### src/rtl/alc_params.svh
// constants for the automatic level control block
`ifndef ALC_PARAMS_SVH
`define ALC_PARAMS_SVH

`define ADDR_MODE 5'h09
`define ADDR_CEIL 5'h0a
`define ADDR_GAIN 5'h0b
`define ADDR_ATTL 5'h0c
`define ADDR_ATTR 5'h0d

`define MODE_THR 0
`define MODE_RSTEP 1
`define MODE_LSTEP_LO 2
`define MODE_LSTEP_HI 3
`define MODE_ZCDIS 4
`define MODE_EN 5

`define RST_MODE 6'h00
`define RST_CEIL 7'h36
`define RST_GAIN 7'h10
`define RST_ATT 8'h00
`define GAIN_MIN 7'h00

`define SEL_LIM_LO 0
`define SEL_LIM_HI 1
`define SEL_WAIT_LO 2
`define SEL_WAIT_HI 3
`define SEL_ZTO_LO 4
`define SEL_ZTO_HI 5
`define RST_SEL 6'h00

`define BASE_WAIT 11'h080
`define BASE_HALF 4'h1

// magnitudes of a 16-bit sample at -4, -6 and -8 dBFS
`define LVL_M4 15'h50c3
`define LVL_M6 15'h4026
`define LVL_M8 15'h32f5

`endif

### src/rtl/alc_pkg.sv
// shared types of the automatic level control block
package alc_pkg;
   typedef logic [6:0] gain_t;
   typedef logic [10:0] count_t;
   typedef logic [15:0] sample_t;
   typedef logic [7:0] byte_t;
   typedef enum logic [1:0] {
      CH_IDLE = 2'b00,
      CH_WAIT = 2'b01
   } ch_state_t;
endpackage

### src/rtl/chan_gain_if.sv
// one channel's link between the level controller and its gain gate
`timescale 1ns/1ps
interface chan_gain_if;
   import alc_pkg::*;
   gain_t target;
   logic immediate;
   logic zc;
   logic tick;
   count_t timeout;
   logic mic_on;
   gain_t applied;
   modport ctrl (output target, immediate, zc, tick, timeout, mic_on,
      input applied);
   modport gate (input target, immediate, zc, tick, timeout, mic_on,
      output applied);
endinterface

### src/rtl/auto_level_gain_control.sv
// automatic level control with gain, ceiling and attenuator registers
`timescale 1ns/1ps
`include "alc_params.svh"
module auto_level_gain_control
(
   input wire logic clk,
   input wire logic nrst,
   input wire logic ce,
   input wire logic mic_path_power,
   input wire logic sample_valid,
   input wire logic fs2_tick,
   input wire alc_pkg::sample_t sample_left,
   input wire alc_pkg::sample_t sample_right,
   input wire logic [5:0] timer_select,
   input wire logic [4:0] reg_addr,
   input wire alc_pkg::byte_t reg_wdata,
   input wire logic reg_we,
   input wire logic reg_re,
   output alc_pkg::byte_t reg_rdata_ff,
   output alc_pkg::gain_t gain_left_ff,
   output alc_pkg::gain_t gain_right_ff,
   output alc_pkg::byte_t atten_left_out_ff,
   output alc_pkg::byte_t atten_right_out_ff,
   output logic mic_power_out_ff,
   input wire logic atten_gang_mode
);
   import alc_pkg::*;

   // ********************************************************
   // register file
   // ********************************************************
   logic [5:0] mode_ff;
   gain_t ceiling_ff;
   gain_t gain_wr_ff;
   byte_t att_l_ff;
   byte_t att_r_ff;
   logic [5:0] sel_ff;

   logic wr_mode;
   logic wr_ceil;
   logic wr_gain;
   logic wr_attl;
   logic wr_attr;
   byte_t rd_mux;

   assign wr_mode = reg_we && (reg_addr == `ADDR_MODE);
   assign wr_ceil = reg_we && (reg_addr == `ADDR_CEIL);
   assign wr_gain = reg_we && (reg_addr == `ADDR_GAIN);
   assign wr_attl = reg_we && (reg_addr == `ADDR_ATTL);
   assign wr_attr = reg_we && (reg_addr == `ADDR_ATTR);

   // unmapped addresses and reserved bits read as zero
   assign rd_mux = (reg_addr == `ADDR_MODE) ? {2'b00, mode_ff} :
                   (reg_addr == `ADDR_CEIL) ? {1'b0, ceiling_ff} :
                   (reg_addr == `ADDR_GAIN) ? {1'b0, gain_wr_ff} :
                   (reg_addr == `ADDR_ATTL) ? att_l_ff :
                   (reg_addr == `ADDR_ATTR) ? att_r_ff : 8'h00;

   always_ff @(posedge clk or negedge nrst)
   begin
      if (!nrst)
      begin
         mode_ff <= `RST_MODE;
         ceiling_ff <= `RST_CEIL;
         gain_wr_ff <= `RST_GAIN;
         att_l_ff <= `RST_ATT;
         att_r_ff <= `RST_ATT;
         reg_rdata_ff <= 8'h00;
      end
      else if (ce)
      begin
         if (wr_mode)
            mode_ff <= reg_wdata[5:0];
         if (wr_ceil)
            ceiling_ff <= reg_wdata[6:0];
         if (wr_gain)
            gain_wr_ff <= reg_wdata[6:0];
         if (wr_attl)
            att_l_ff <= reg_wdata;
         if (wr_attr)
            att_r_ff <= reg_wdata;
         if (reg_re)
            reg_rdata_ff <= rd_mux;
      end
   end

   // ********************************************************
   // timer selection, held internally from its control port
   // ********************************************************
   always_ff @(posedge clk or negedge nrst)
   begin
      if (!nrst)
         sel_ff <= `RST_SEL;
      else if (ce)
         sel_ff <= timer_select;
   end

   logic alc_en;
   logic zc_dis;
   logic thr_sel;
   logic rstep_sel;
   logic [1:0] lstep_sel;
   logic [1:0] lim_sel;
   logic [1:0] wait_sel;
   logic [1:0] zto_sel;
   count_t wait_len;
   count_t zto_len;
   logic [3:0] lim_len;

   assign alc_en = mode_ff[`MODE_EN];
   assign zc_dis = mode_ff[`MODE_ZCDIS];
   assign thr_sel = mode_ff[`MODE_THR];
   assign rstep_sel = mode_ff[`MODE_RSTEP];
   assign lstep_sel = mode_ff[`MODE_LSTEP_HI:`MODE_LSTEP_LO];
   assign lim_sel = sel_ff[`SEL_LIM_HI:`SEL_LIM_LO];
   assign wait_sel = sel_ff[`SEL_WAIT_HI:`SEL_WAIT_LO];
   assign zto_sel = sel_ff[`SEL_ZTO_HI:`SEL_ZTO_LO];
   assign wait_len = `BASE_WAIT << wait_sel;
   assign zto_len = `BASE_WAIT << zto_sel;
   assign lim_len = `BASE_HALF << lim_sel;

   // ********************************************************
   // level detection and per-channel gain gates
   // ********************************************************
   logic lim_l;
   logic lim_r;
   logic rst_l;
   logic rst_r;
   logic zc_l;
   logic zc_r;

   level_detect det_left (
      .clk(clk),
      .nrst(nrst),
      .ce(ce),
      .sample_valid(sample_valid),
      .sample(sample_left),
      .thr_sel(thr_sel),
      .over_limit_ff(lim_l),
      .over_reset_ff(rst_l),
      .zero_cross_ff(zc_l)
   );

   level_detect det_right (
      .clk(clk),
      .nrst(nrst),
      .ce(ce),
      .sample_valid(sample_valid),
      .sample(sample_right),
      .thr_sel(thr_sel),
      .over_limit_ff(lim_r),
      .over_reset_ff(rst_r),
      .zero_cross_ff(zc_r)
   );

   chan_gain_if ch_l ();
   chan_gain_if ch_r ();

   gain_t target_ff;
   logic imm_ff;

   assign ch_l.target = target_ff;
   assign ch_r.target = target_ff;
   assign ch_l.immediate = imm_ff;
   assign ch_r.immediate = imm_ff;
   assign ch_l.zc = zc_l;
   assign ch_r.zc = zc_r;
   assign ch_l.tick = sample_valid;
   assign ch_r.tick = sample_valid;
   assign ch_l.timeout = zto_len;
   assign ch_r.timeout = zto_len;
   assign ch_l.mic_on = mic_path_power;
   assign ch_r.mic_on = mic_path_power;

   chan_gain_gate gate_left (
      .clk(clk),
      .nrst(nrst),
      .ce(ce),
      .ch(ch_l.gate)
   );

   chan_gain_gate gate_right (
      .clk(clk),
      .nrst(nrst),
      .ce(ce),
      .ch(ch_r.gate)
   );

   // ********************************************************
   // limiter and recovery control
   // ********************************************************
   count_t wait_ff;
   logic [3:0] lim_cnt_ff;
   logic was_en_ff;

   logic over_limit;
   logic over_reset;
   logic settled;
   logic lim_ready;
   logic lim_fire;
   logic rec_fire;
   logic [2:0] lim_step;
   logic [1:0] rec_step;
   logic [7:0] rec_sum;
   gain_t lim_gain;
   gain_t rec_gain;

   assign over_limit = lim_l || lim_r;
   assign over_reset = rst_l || rst_r;
   assign settled = (ch_l.applied == target_ff) &&
                    (ch_r.applied == target_ff);
   // gated mode waits until both channels took the previous step
   assign lim_ready = zc_dis ? (lim_cnt_ff == 4'h0) : settled;
   assign lim_fire = alc_en && mic_path_power && over_limit &&
                     lim_ready;
   assign rec_fire = alc_en && mic_path_power && !over_reset &&
                     sample_valid && (wait_ff >= wait_len - 11'h001);
   assign lim_step = {1'b0, lstep_sel} + 3'h1;
   assign rec_step = rstep_sel ? 2'h2 : 2'h1;
   assign lim_gain = (target_ff < {4'h0, lim_step}) ? `GAIN_MIN :
                     target_ff - {4'h0, lim_step};
   assign rec_sum = {1'b0, target_ff} + {6'h00, rec_step};
   // a code already above the ceiling is left alone, never pulled down
   assign rec_gain = (target_ff >= ceiling_ff) ? target_ff :
                     (rec_sum > {1'b0, ceiling_ff}) ? ceiling_ff :
                     rec_sum[6:0];

   always_ff @(posedge clk or negedge nrst)
   begin
      if (!nrst)
      begin
         target_ff <= `RST_GAIN;
         imm_ff <= 1'b0;
         wait_ff <= '0;
         lim_cnt_ff <= 4'h0;
         was_en_ff <= 1'b0;
      end
      else if (ce)
      begin
         was_en_ff <= alc_en;
         if (fs2_tick && (lim_cnt_ff != 4'h0))
            lim_cnt_ff <= lim_cnt_ff - 4'h1;
         if (!mic_path_power)
         begin
            target_ff <= `RST_GAIN;
            imm_ff <= 1'b0;
            wait_ff <= '0;
            lim_cnt_ff <= 4'h0;
         end
         else if (lim_fire)
         begin
            target_ff <= lim_gain;
            imm_ff <= zc_dis;
            wait_ff <= '0;
            lim_cnt_ff <= lim_len;
         end
         else if (alc_en)
         begin
            if (over_reset)
               wait_ff <= '0;
            else if (rec_fire)
            begin
               target_ff <= rec_gain;
               imm_ff <= 1'b0;
               wait_ff <= '0;
            end
            else if (sample_valid)
               wait_ff <= wait_ff + 11'h001;
         end
         else
         begin
            wait_ff <= '0;
            // software writes only steer the gain while control is off
            if (wr_gain)
            begin
               target_ff <= reg_wdata[6:0];
               imm_ff <= 1'b0;
            end
            else if (was_en_ff)
               imm_ff <= 1'b0;
         end
      end
   end

   // ********************************************************
   // outputs
   // ********************************************************
   always_ff @(posedge clk or negedge nrst)
   begin
      if (!nrst)
      begin
         gain_left_ff <= `RST_GAIN;
         gain_right_ff <= `RST_GAIN;
         atten_left_out_ff <= `RST_ATT;
         atten_right_out_ff <= `RST_ATT;
         mic_power_out_ff <= 1'b0;
      end
      else if (ce)
      begin
         gain_left_ff <= ch_l.applied;
         gain_right_ff <= ch_r.applied;
         // one code is half a decibel downstream
         atten_left_out_ff <= att_l_ff;
         atten_right_out_ff <= atten_gang_mode ? att_l_ff :
                               att_r_ff;
         mic_power_out_ff <= mic_path_power;
      end
   end
endmodule

### src/rtl/chan_gain_gate.sv
// applies the target gain on one channel at once when immediate, else at zero cross or timeout
`timescale 1ns/1ps
`include "alc_params.svh"
module chan_gain_gate
(
   input wire logic clk,
   input wire logic nrst,
   input wire logic ce,
   chan_gain_if.gate ch
);
   import alc_pkg::*;
   ch_state_t state_ff;
   count_t cnt_ff;
   gain_t applied_ff;
   logic pending;
   logic expire;

   assign pending = ch.target != applied_ff;
   assign expire = ch.tick && (cnt_ff >= ch.timeout - 11'h001);
   assign ch.applied = applied_ff;

   always_ff @(posedge clk or negedge nrst)
   begin
      if (!nrst)
      begin
         state_ff <= CH_IDLE;
         cnt_ff <= '0;
         applied_ff <= `RST_GAIN;
      end
      else if (ce)
      begin
         if (!ch.mic_on)
         begin
            state_ff <= CH_IDLE;
            cnt_ff <= '0;
            applied_ff <= `RST_GAIN;
         end
         else if (!pending)
         begin
            state_ff <= CH_IDLE;
            cnt_ff <= '0;
         end
         else if (ch.immediate || ch.zc || expire)
         begin
            applied_ff <= ch.target;
            state_ff <= CH_IDLE;
            cnt_ff <= '0;
         end
         else
         begin
            state_ff <= CH_WAIT;
            if (ch.tick)
               cnt_ff <= cnt_ff + 11'h001;
         end
      end
   end
endmodule

### src/rtl/level_detect.sv
// per-channel level compare and zero-cross detect on each sample
`timescale 1ns/1ps
`include "alc_params.svh"
module level_detect
(
   input wire logic clk,
   input wire logic nrst,
   input wire logic ce,
   input wire logic sample_valid,
   input wire alc_pkg::sample_t sample,
   input wire logic thr_sel,
   output logic over_limit_ff,
   output logic over_reset_ff,
   output logic zero_cross_ff
);
   import alc_pkg::*;
   logic sign_ff;
   logic [14:0] mag;
   logic [14:0] lim_lvl;
   logic [14:0] rst_lvl;

   // ones complement magnitude avoids the overflow of -32768
   assign mag = sample[15] ? ~sample[14:0] : sample[14:0];
   assign lim_lvl = thr_sel ? `LVL_M4 : `LVL_M6;
   assign rst_lvl = thr_sel ? `LVL_M6 : `LVL_M8;

   always_ff @(posedge clk or negedge nrst)
   begin
      if (!nrst)
      begin
         sign_ff <= 1'b0;
         over_limit_ff <= 1'b0;
         over_reset_ff <= 1'b0;
         zero_cross_ff <= 1'b0;
      end
      else if (ce)
      begin
         zero_cross_ff <= sample_valid && (sample[15] != sign_ff);
         if (sample_valid)
         begin
            sign_ff <= sample[15];
            over_limit_ff <= mag >= lim_lvl;
            over_reset_ff <= mag >= rst_lvl;
         end
      end
   end
endmodule

### config.mk
export PLATFORM = sky130hd
export DESIGN_NAME = auto_level_gain_control
export DESIGN_NICKNAME = d
export VERILOG_FILES = /design/src/rtl/alc_pkg.sv /design/src/rtl/chan_gain_if.sv /design/src/rtl/auto_level_gain_control.sv /design/src/rtl/chan_gain_gate.sv /design/src/rtl/level_detect.sv
export VERILOG_INCLUDE_DIRS = /design/src /design/src/rtl
export SDC_FILE = /design/constraint.sdc
export NUM_CORES = 1
export LEC_CHECK = 0
export BUFFER_PORTS_ARGS = -buffer_cell sky130_fd_sc_hd__clkbuf_2
export CAP_MARGIN = 25
export CORE_ASPECT_RATIO = 0.6
export CORE_UTILIZATION = 55
export DETAILED_ROUTE_END_ITERATION = 16
export GPL_TIMING_DRIVEN = 0
export HOLD_SLACK_MARGIN = 0.03
export PLACE_DENSITY_LB_ADDON = 0.08
export SETUP_SLACK_MARGIN = 0.02
export SYNTH_ARGS = -nofsm -noshare
export SYNTH_HDL_FRONTEND = slang
export SYNTH_SLANG_ARGS = --single-unit
### constraint.sdc
create_clock -name clk -period 4.3 [get_ports clk]
set_input_delay 1.29 -clock clk [delete_from_list [all_inputs] [get_ports clk]]
set_output_delay 1.29 -clock clk [all_outputs]
set_load 0.03 [all_outputs]
==> results of run 1 <==
## registers in the layout, summed over array words and instances (netlist names), 4 cells and up
register,cells
atten_left_out_ff,8
gate_right.ch.applied,7
gate_left.ch.applied,7
ceiling_ff,7
att_r_ff,8
gain_wr_ff,7
lim_cnt_ff,4
wait_ff,11
atten_right_out_ff,8
gain_left_ff,7
gate_right.cnt_ff,11
mode_ff,6
sel_ff,6
att_l_ff,8
gate_left.cnt_ff,11
ch_l.target,7
reg_rdata_ff,8
gain_right_ff,7
## cells in the final DEF, fill, tap and decap left out, drive strengths merged, types with 8 or more instances in the layout
cell	n
a31oi	9
a21oi	36
ha	67
dfrtp	139
nand4	20
o31ai	12
inv	60
nor4	9
a21o	11
a211oi	15
and3	9
mux2	55
nand2	74
nand3	43
xnor2	25
nor2	56
clkbuf	139
o21ai	56
mux2i	28
nor3	16
nor2b	12
a221oi	8
dfstp	10
a22o	9
xor2	31
buf	22
## worst paths after layout
path	end	cells past startpoint
worst max-delay path	ch_l.target[2]	12
worst min-delay path	det_left.over_limit_ff	2
worst max register to register	ch_l.target[2]	12
worst min register to register	det_left.over_limit_ff	2
max in group asynchronous	ceiling_ff[2]	2
min in group asynchronous	gate_left.cnt_ff[6]	1
## per-stage QoR
step / power [mW] / area, um2 / instances
final: 5.48 / 10800 / 1318
after global routing: 5.81 / 10800 / 1318
after CTS: 5.45 / 10800 / 1318
after detailed placement: 4.02 / 10200 / 1286
after global placement: 3.97 / 10200 / 1285
after floorplan: 3.40 / 9430 / 962
## routing by layer
metal  GRT usage  routed length (um)  share of wire  vias to the layer above
met3      0.0559                1940          0.079                       14
met2       0.382                9230           0.38                      293
met4      0.0646                 169         0.0069                        0
met1       0.483               13100           0.54                     3734
li1            -                   -              -                     3760
met5           0                   0              0                        -
## tightest hold or removal path, stage by stage (launching register included)
cell	delay (ns)
sky130_fd_sc_hd__dfrtp_1	0.33
sky130_fd_sc_hd__nand2_1	0.04
sky130_fd_sc_hd__o21ai_0	0.06
## layout make-up
| type | count | area, um2 | area share |
|---|---|---|---|
| Inverter | 56 | 210 | 0.0195 |
| Multi-Input combinational cell | 710 | 5260 | 0.487 |
| Clock inverter | 14 | 119 | 0.0110 |
| Sequential cell | 149 | 3740 | 0.347 |
| Timing Repair Buffer | 96 | 512 | 0.0474 |
| Tap cell | 228 | 285 | 0.0264 |
| Clock buffer | 18 | 439 | 0.0407 |
| Buffer | 47 | 224 | 0.0208 |
## report_power, final
| part | internal, mW | leakage [nW] | switching (mW) |
|---|---|---|---|
| registers | 1.66 | 1.94 | 0.270 |
| clock network | 0.768 | 0.263 | 0.652 |
| logic | 0.836 | 2.79 | 1.29 |
| total | 3.27 | 4.99 | 2.21 |
## logic make-up (layout without fill, tap and decap cells)
logic type      after synthesis  in the layout  share of synthesized area
simple gates                278            278                      0.153
flops                       149            149                      0.397
buf+inv                     103            231                     0.0461
compound gates              221            221                      0.164
xor+xnor                     56             56                     0.0520
fa+ha+maj                    69             69                     0.0932
other cells                   1              3                   0.000398
mux                          83             83                     0.0954
==> qor.txt, run 1 <==
LOGIC SYNTHESIS
----------------------------------------------------------------------------------------
Top-area cell type share of the netlist area                                       0.369
Largest cells by area after synthesis                                       sky130_fd_sc_hd__dfrtp_1 (37%), sky130_fd_sc_hd__ha_1 (8.9%), sky130_fd_sc_hd__mux2_2 (6.6%)
Most common cell in the netlist                                             sky130_fd_sc_hd__dfrtp_1
Number of enable-type register cells in the synthesized netlist                        0
Number of synthesis warnings                                                           0
Synthesized netlist cell count                                                       960
Dominant register cell in the synthesized netlist                           sky130_fd_sc_hd__dfrtp_1
Asr flop ratio synth                                                                1.00
Distinct cell type count of the synthesized netlist                                   80
List of most frequent post-synthesis cells                                  sky130_fd_sc_hd__dfrtp_1 (139), sky130_fd_sc_hd__nand2_1 (73), sky130_fd_sc_hd__ha_1 (67)
Cell taking the most area after synthesis                                   sky130_fd_sc_hd__dfrtp_1
Portion of the post-synthesis area used by sequential elements                     0.397
Total of flip-flops plus latches after synthesis                                     149
Netlist area before placement                                                   9430 um2
Avg Inst Size Synth                                                             9.82 um2

STA
----------------------------------------------------------------------------------------
Worst hold slack                                                                0.470 ns
Total negative slack                                                                0 ns
Maximum clock rate                                                               267 MHz
Tightest Pin Transition                                                         0.846 ns
Final worst path period share                                                      0.869
Setup-violating endpoint count in the final report                                     0
Count of pins over their slew limit                                                    0
Setup repair after global routing missed its margin                                false
Final hold violations                                                                  0
Minimum period implied by the final worst setup slack                            3.74 ns
Layout Skew                                                                    0.0114 ns
Final worst-path setup slack                                                    0.562 ns
Slew headroom                                                                      0.432

ROUTE
----------------------------------------------------------------------------------------
Detailed Route WL                                                               24400 um
Number of vias in the routed layout                                                 7801
Drt first pass iters                                                                   5
Detailed-route wire length per cell                                              18.5 um
Final antenna-violating net count                                                      0
DRC violations left                                                                    0
Initial detailed-routing violation count                                             752
Via/cell ratio                                                                      5.92

GLOBAL ROUTE
----------------------------------------------------------------------------------------
Maximum number of pins on one net before global-route repair                         106
Global-route wire length before repair                                          39100 um
Total congestion overflow                                                              0
Total GRT Usage                                                                    0.293
Number of antenna violations at the first check in global routing                      0
Number of global-route vias before repair                                           7120

DIE
----------------------------------------------------------------------------------------
Initial Utilization                                                                0.572
Core Rows                                                                             36
Boundary Pins                                                                         99
Die Height                                                                        103 um
Die extent in x                                                                   171 um
Placeable Area                                                                 16500 um2
Area enclosed by the die boundary                                              17700 um2

CLOCKING
----------------------------------------------------------------------------------------
Buffers inserted during post-CTS setup optimization                                    0
TritonCTS sink count                                                                 149
Worst-case clock buffer depth                                                          2
Later-pin clock latency in the skew report                                       0.43 ns
Reg clk slew, reported paths                                                     0.06 ns
Number of buffers created by CTS                                                      17
Hold-fix buffer count after cts                                                        0
Clock root buffer                                                           sky130_fd_sc_hd__clkbuf_16
Number of levels in the clock H-tree                                                   4
Post-cts repair resize count                                                           0
TritonCTS clock tree                                                               built

SETUP PATH
----------------------------------------------------------------------------------------
Critical path peak fanout                                                              8
Required arrival time at the worst endpoint                                      4.59 ns
Arrival time worst endpoint                                                      4.03 ns
CP max stage delay                                                               0.55 ns
Worst-case register-to-register setup slack                                      0.56 ns
CP cell instances                                                           ha_1 -> fa_1 -> nand2_1 -> xnor2_1 -> ha_1 -> nand3_1 -> nor2_1 -> a21oi_1 -> a21o_1 -> mux2_2 -> a211oi_1 -> o32ai_1
Count of buffer and inverter cells on the critical path                                0
Worst Setup End Kind                                                                flop
Cell family with the largest share of critical-path delay                   compound AO/OA/AOI/OAI gates
Crit Reg-Reg Startpoint                                                     ch_l.target[0]
Class of the most critical setup path                                       flop to flop
CP max stage cell                                                           sky130_fd_sc_hd__dfrtp_1
Startpoint types                                                                    flop
CP Launch Point                                                             ch_l.target[0]
Cell seen most often among critical-path stages                             sky130_fd_sc_hd__ha_1

POWER AND IR DROP
----------------------------------------------------------------------------------------
Total power density per cell area                                             508 nW/um2
Maximum vdd ir drop                                                               391 uV
Leakage                                                                          4.99 nW

FINISH
----------------------------------------------------------------------------------------
Layout cells sized above 1                                                         0.207
Synth-to-layout area growth                                                        14.5%
Final core utilization                                                             0.654
# nets final                                                                        1206
Ant diodes                                                                             0
Fill cell count                                                                     1381

OUTCOME
----------------------------------------------------------------------------------------
Run status                                                                     completed

PLACE
----------------------------------------------------------------------------------------
Total half-perimeter wirelength after legalization and detailed placement       18200 um
I/O Buffers                                                                           95
Final weighted congestion in routability-driven placement                          0.919
Post-placement worst setup slack                                                0.399 ns

MIN PATH
----------------------------------------------------------------------------------------
Min-delay src                                                               det_left.over_limit_ff
Worst Hold Class                                                            flop to flop

FLOW RUN
----------------------------------------------------------------------------------------
MaxCap Viol Count                                                                      0

Note: power is estimated with default switching activity, not from simulation.
==> run 2, diff against run 1 <==
--- a/config.mk
+++ b/config.mk
@@ -9,12 +9,14 @@
 export BUFFER_PORTS_ARGS = -buffer_cell sky130_fd_sc_hd__clkbuf_2
 export CAP_MARGIN = 25
 export CORE_ASPECT_RATIO = 0.6
+export CORE_MARGIN = 10
 export CORE_UTILIZATION = 55
 export DETAILED_ROUTE_END_ITERATION = 16
 export GPL_TIMING_DRIVEN = 0
 export HOLD_SLACK_MARGIN = 0.03
 export PLACE_DENSITY_LB_ADDON = 0.08
 export SETUP_SLACK_MARGIN = 0.02
+export SKIP_CTS_REPAIR_TIMING = 1
 export SYNTH_ARGS = -nofsm -noshare
 export SYNTH_HDL_FRONTEND = slang
 export SYNTH_SLANG_ARGS = --single-unit
==> constraint.sdc (replaced) <==
create_clock -name clk -period 3.8 [get_ports clk]
set_input_delay 1.14 -clock clk [delete_from_list [all_inputs] [get_ports clk]]
set_output_delay 1.14 -clock clk [all_outputs]
set_load 0.03 [all_outputs]
==> run 2 against run 1 <==
Effect of this change:
- sequential cell count is the same
- die area grew 30%
- worst setup slack worse by 0.34 ns
- count of clock-buffer cells in the layout up 6
- register-to-register slack lost 0.34 ns
- combinational power increased by 12%
- global-route usage decreased by 6.5 points
- final cell count hardly changed
- clock skew rose by 0.00076 ns
- maximum frequency rose by 4.6%
- critical path depth unchanged
- highest routed layer unchanged
==> qor.txt, run 2 (synthesized netlist as in run 1, its figures left out) <==
PLACE
----------------------------------------------------------------------------------------
Final weighted congestion in routability-driven placement                          0.944
I/O Buffers                                                                           95
Total cell area at the placement stage                                         10200 um2
Total half-perimeter wirelength after legalization and detailed placement       19400 um

ROUTE
----------------------------------------------------------------------------------------
Via/cell ratio                                                                      5.96
Drt first pass iters                                                                   5
Initial detailed-routing violation count                                             795
Detailed Route WL                                                               25700 um
Detailed-route wire length per cell                                              19.5 um
Final antenna-violating net count                                                      0
DRC violations left                                                                    0
Number of vias in the routed layout                                                 7852

STA
----------------------------------------------------------------------------------------
Setup repair after global routing missed its margin                                 true
Slew headroom                                                                      0.466
Setup-violating endpoint count in the final report                                     0
Minimum period implied by the final worst setup slack                            3.57 ns
Maximum clock rate                                                               280 MHz
Layout Skew                                                                    0.0122 ns
Count of pins over their slew limit                                                    0
Final worst path period share                                                      0.941
Worst hold slack                                                                0.477 ns
Final hold violations                                                                  0
Total negative slack                                                                0 ns
Tightest Pin Transition                                                         0.795 ns

POWER AND IR DROP
----------------------------------------------------------------------------------------
Total power after layout                                                         6.23 mW
Leakage                                                                          4.99 nW
Maximum vdd ir drop                                                               293 uV
Total power density per cell area                                             577 nW/um2

GLOBAL ROUTE
----------------------------------------------------------------------------------------
Most Used Layer, Global Route                                                       met1
Number of antenna violations at the first check in global routing                      0
Maximum number of pins on one net before global-route repair                         100
Met1 Resource Use GR                                                               0.351
Global-route wire length before repair                                          41600 um
Number of global-route vias before repair                                           7433
Met2 demand-to-capacity share in global routing                                    0.292
Total GRT Usage                                                                    0.228
Met3 global-route usage                                                           0.0755
Total congestion overflow                                                              0

SETUP PATH
----------------------------------------------------------------------------------------
Startpoint types                                                                    flop
CP max stage delay                                                               0.52 ns
Critical path peak fanout                                                              9
Cell seen most often among critical-path stages                             sky130_fd_sc_hd__a21o_1
Worst Setup End Kind                                                                flop
Class of the most critical setup path                                       flop to flop
CP max stage cell                                                           sky130_fd_sc_hd__dfrtp_2
Required arrival time at the worst endpoint                                      4.16 ns
CP cell instances                                                           ha_1 -> a21o_1 -> nand4_1 -> xnor2_1 -> ha_1 -> a21o_1 -> a21oi_1 -> nand3_1 -> a21o_1 -> a211oi_1 -> o311ai_0 -> mux2i_1
Arrival time worst endpoint                                                      3.93 ns

DIE
----------------------------------------------------------------------------------------
Die Height                                                                        121 um
Area enclosed by the die boundary                                              22900 um2
Placeable Area                                                                 16500 um2
Die extent in x                                                                   189 um
Initial Utilization                                                                0.570
Boundary Pins                                                                         99
Core Rows                                                                             36

CLOCKING
----------------------------------------------------------------------------------------
Reg clk slew, reported paths                                                     0.06 ns
Number of buffers created by CTS                                                      17
Number of levels in the clock H-tree                                                   4
Clock root buffer                                                           sky130_fd_sc_hd__clkbuf_16
Later-pin clock latency in the skew report                                       0.44 ns
Worst-case clock buffer depth                                                          2
TritonCTS clock tree                                                               built
TritonCTS sink count                                                                 149

FINISH
----------------------------------------------------------------------------------------
Most common cell after layout, fill and taps aside                          sky130_fd_sc_hd__dfrtp_1
Largest registers                                                           gate_left.cnt_ff: 11 flops, gate_right.cnt_ff: 11 flops, wait_ff: 11 flops
Layout Cell Area excl Fill                                                     10800 um2
Final core utilization                                                             0.653
Ant diodes                                                                             0
Layout cells sized above 1                                                         0.206
Synth-to-layout area growth                                                        14.5%
Commonest non-fill, non-tap cells in the layout                             sky130_fd_sc_hd__dfrtp_1 (137), sky130_fd_sc_hd__clkbuf_2 (94), sky130_fd_sc_hd__nand2_1 (73), sky130_fd_sc_hd__ha_1 (67)
# nets final                                                                        1206

FLOW RUN
----------------------------------------------------------------------------------------
MaxCap Viol Count                                                                      0

OUTCOME
----------------------------------------------------------------------------------------
Run status                                                                     completed

MIN PATH
----------------------------------------------------------------------------------------
Worst Hold Class                                                            flop to flop

-- run 2: cell types whose count changed in the layout (fill, tap and decap cells not counted) --
cell,change
sky130_fd_sc_hd__clkinv_2,+1
sky130_fd_sc_hd__clkinv_4,-4
sky130_fd_sc_hd__clkbuf_1,+4
sky130_fd_sc_hd__a21oi_1,-1
sky130_fd_sc_hd__bufinv_16,+1
sky130_fd_sc_hd__inv_8,-2
sky130_fd_sc_hd__a21oi_2,+1
sky130_fd_sc_hd__dfrtp_2,+2
sky130_fd_sc_hd__clkinvlp_4,-2
sky130_fd_sc_hd__dfrtp_1,-2
sky130_fd_sc_hd__clkbuf_8,+2
sky130_fd_sc_hd__inv_6,-1
-- run 2: worst paths after layout --
check	start	to	slack (ns)	depth (start not counted)
hold / removal	reg_rdata_ff[3]	reg_rdata_ff[3]	0.48	2
hold reg to reg	reg_rdata_ff[3]	reg_rdata_ff[3]	0.48	2
max in group asynchronous	nrst	gain_wr_ff[4]	2.29	2
setup reg to reg	ch_l.target[1]	ch_l.target[3]	0.23	12
setup / recovery	ch_l.target[1]	ch_l.target[3]	0.23	12
min in group asynchronous	nrst	gate_left.cnt_ff[0]	0.64	1
-- run 2: worst max-delay path: cells and delay by family (launching register included) --
kind	cells	cell delay, ns
AO/OA/AOI/OAI	6	1.55
flip-flops	1	0.52
XOR/XNOR	1	0.26
AND/OR/NAND/NOR	2	0.39
multiplexers	1	0.17
adder cells (fa/ha/maj)	2	0.62
-- run 2: cell type report --
type	count	area, um2
Buffer	47	224
Timing Repair Buffer	96	512
Sequential cell	149	3740
Multi-Input combinational cell	710	5260
Clock inverter	7	72.6
Fill cell	1415	5740
Inverter	56	210
Clock buffer	24	482
Tap cell	228	285
-- run 2: report_power, final --
part           leakage [nW]  internal [mW]  switching [mW]  total [mW]
registers              1.94           1.89           0.313        2.20
logic                  2.79          0.945            1.45        2.39
clock network         0.267          0.951           0.683        1.63
total                  4.99           3.78            2.44        6.23
-- run 2: metrics by stage --
stage	setup WS (ns)	cells
2_1_floorplan	0.504	962
3_3_place_gp	-1.06	1285
3_5_place_dp	0.0695	1286
4_1_cts	0.262	1317
5_1_grt	0.0199	1317
6_report	0.226	1317
-- run 2: layer usage --
layer | routed length [um] | part of all wire
met5 | 0 | 0
met4 | 238 | 0.0093
met3 | 2450 | 0.095
met2 | 9910 | 0.39
met1 | 13100 | 0.51
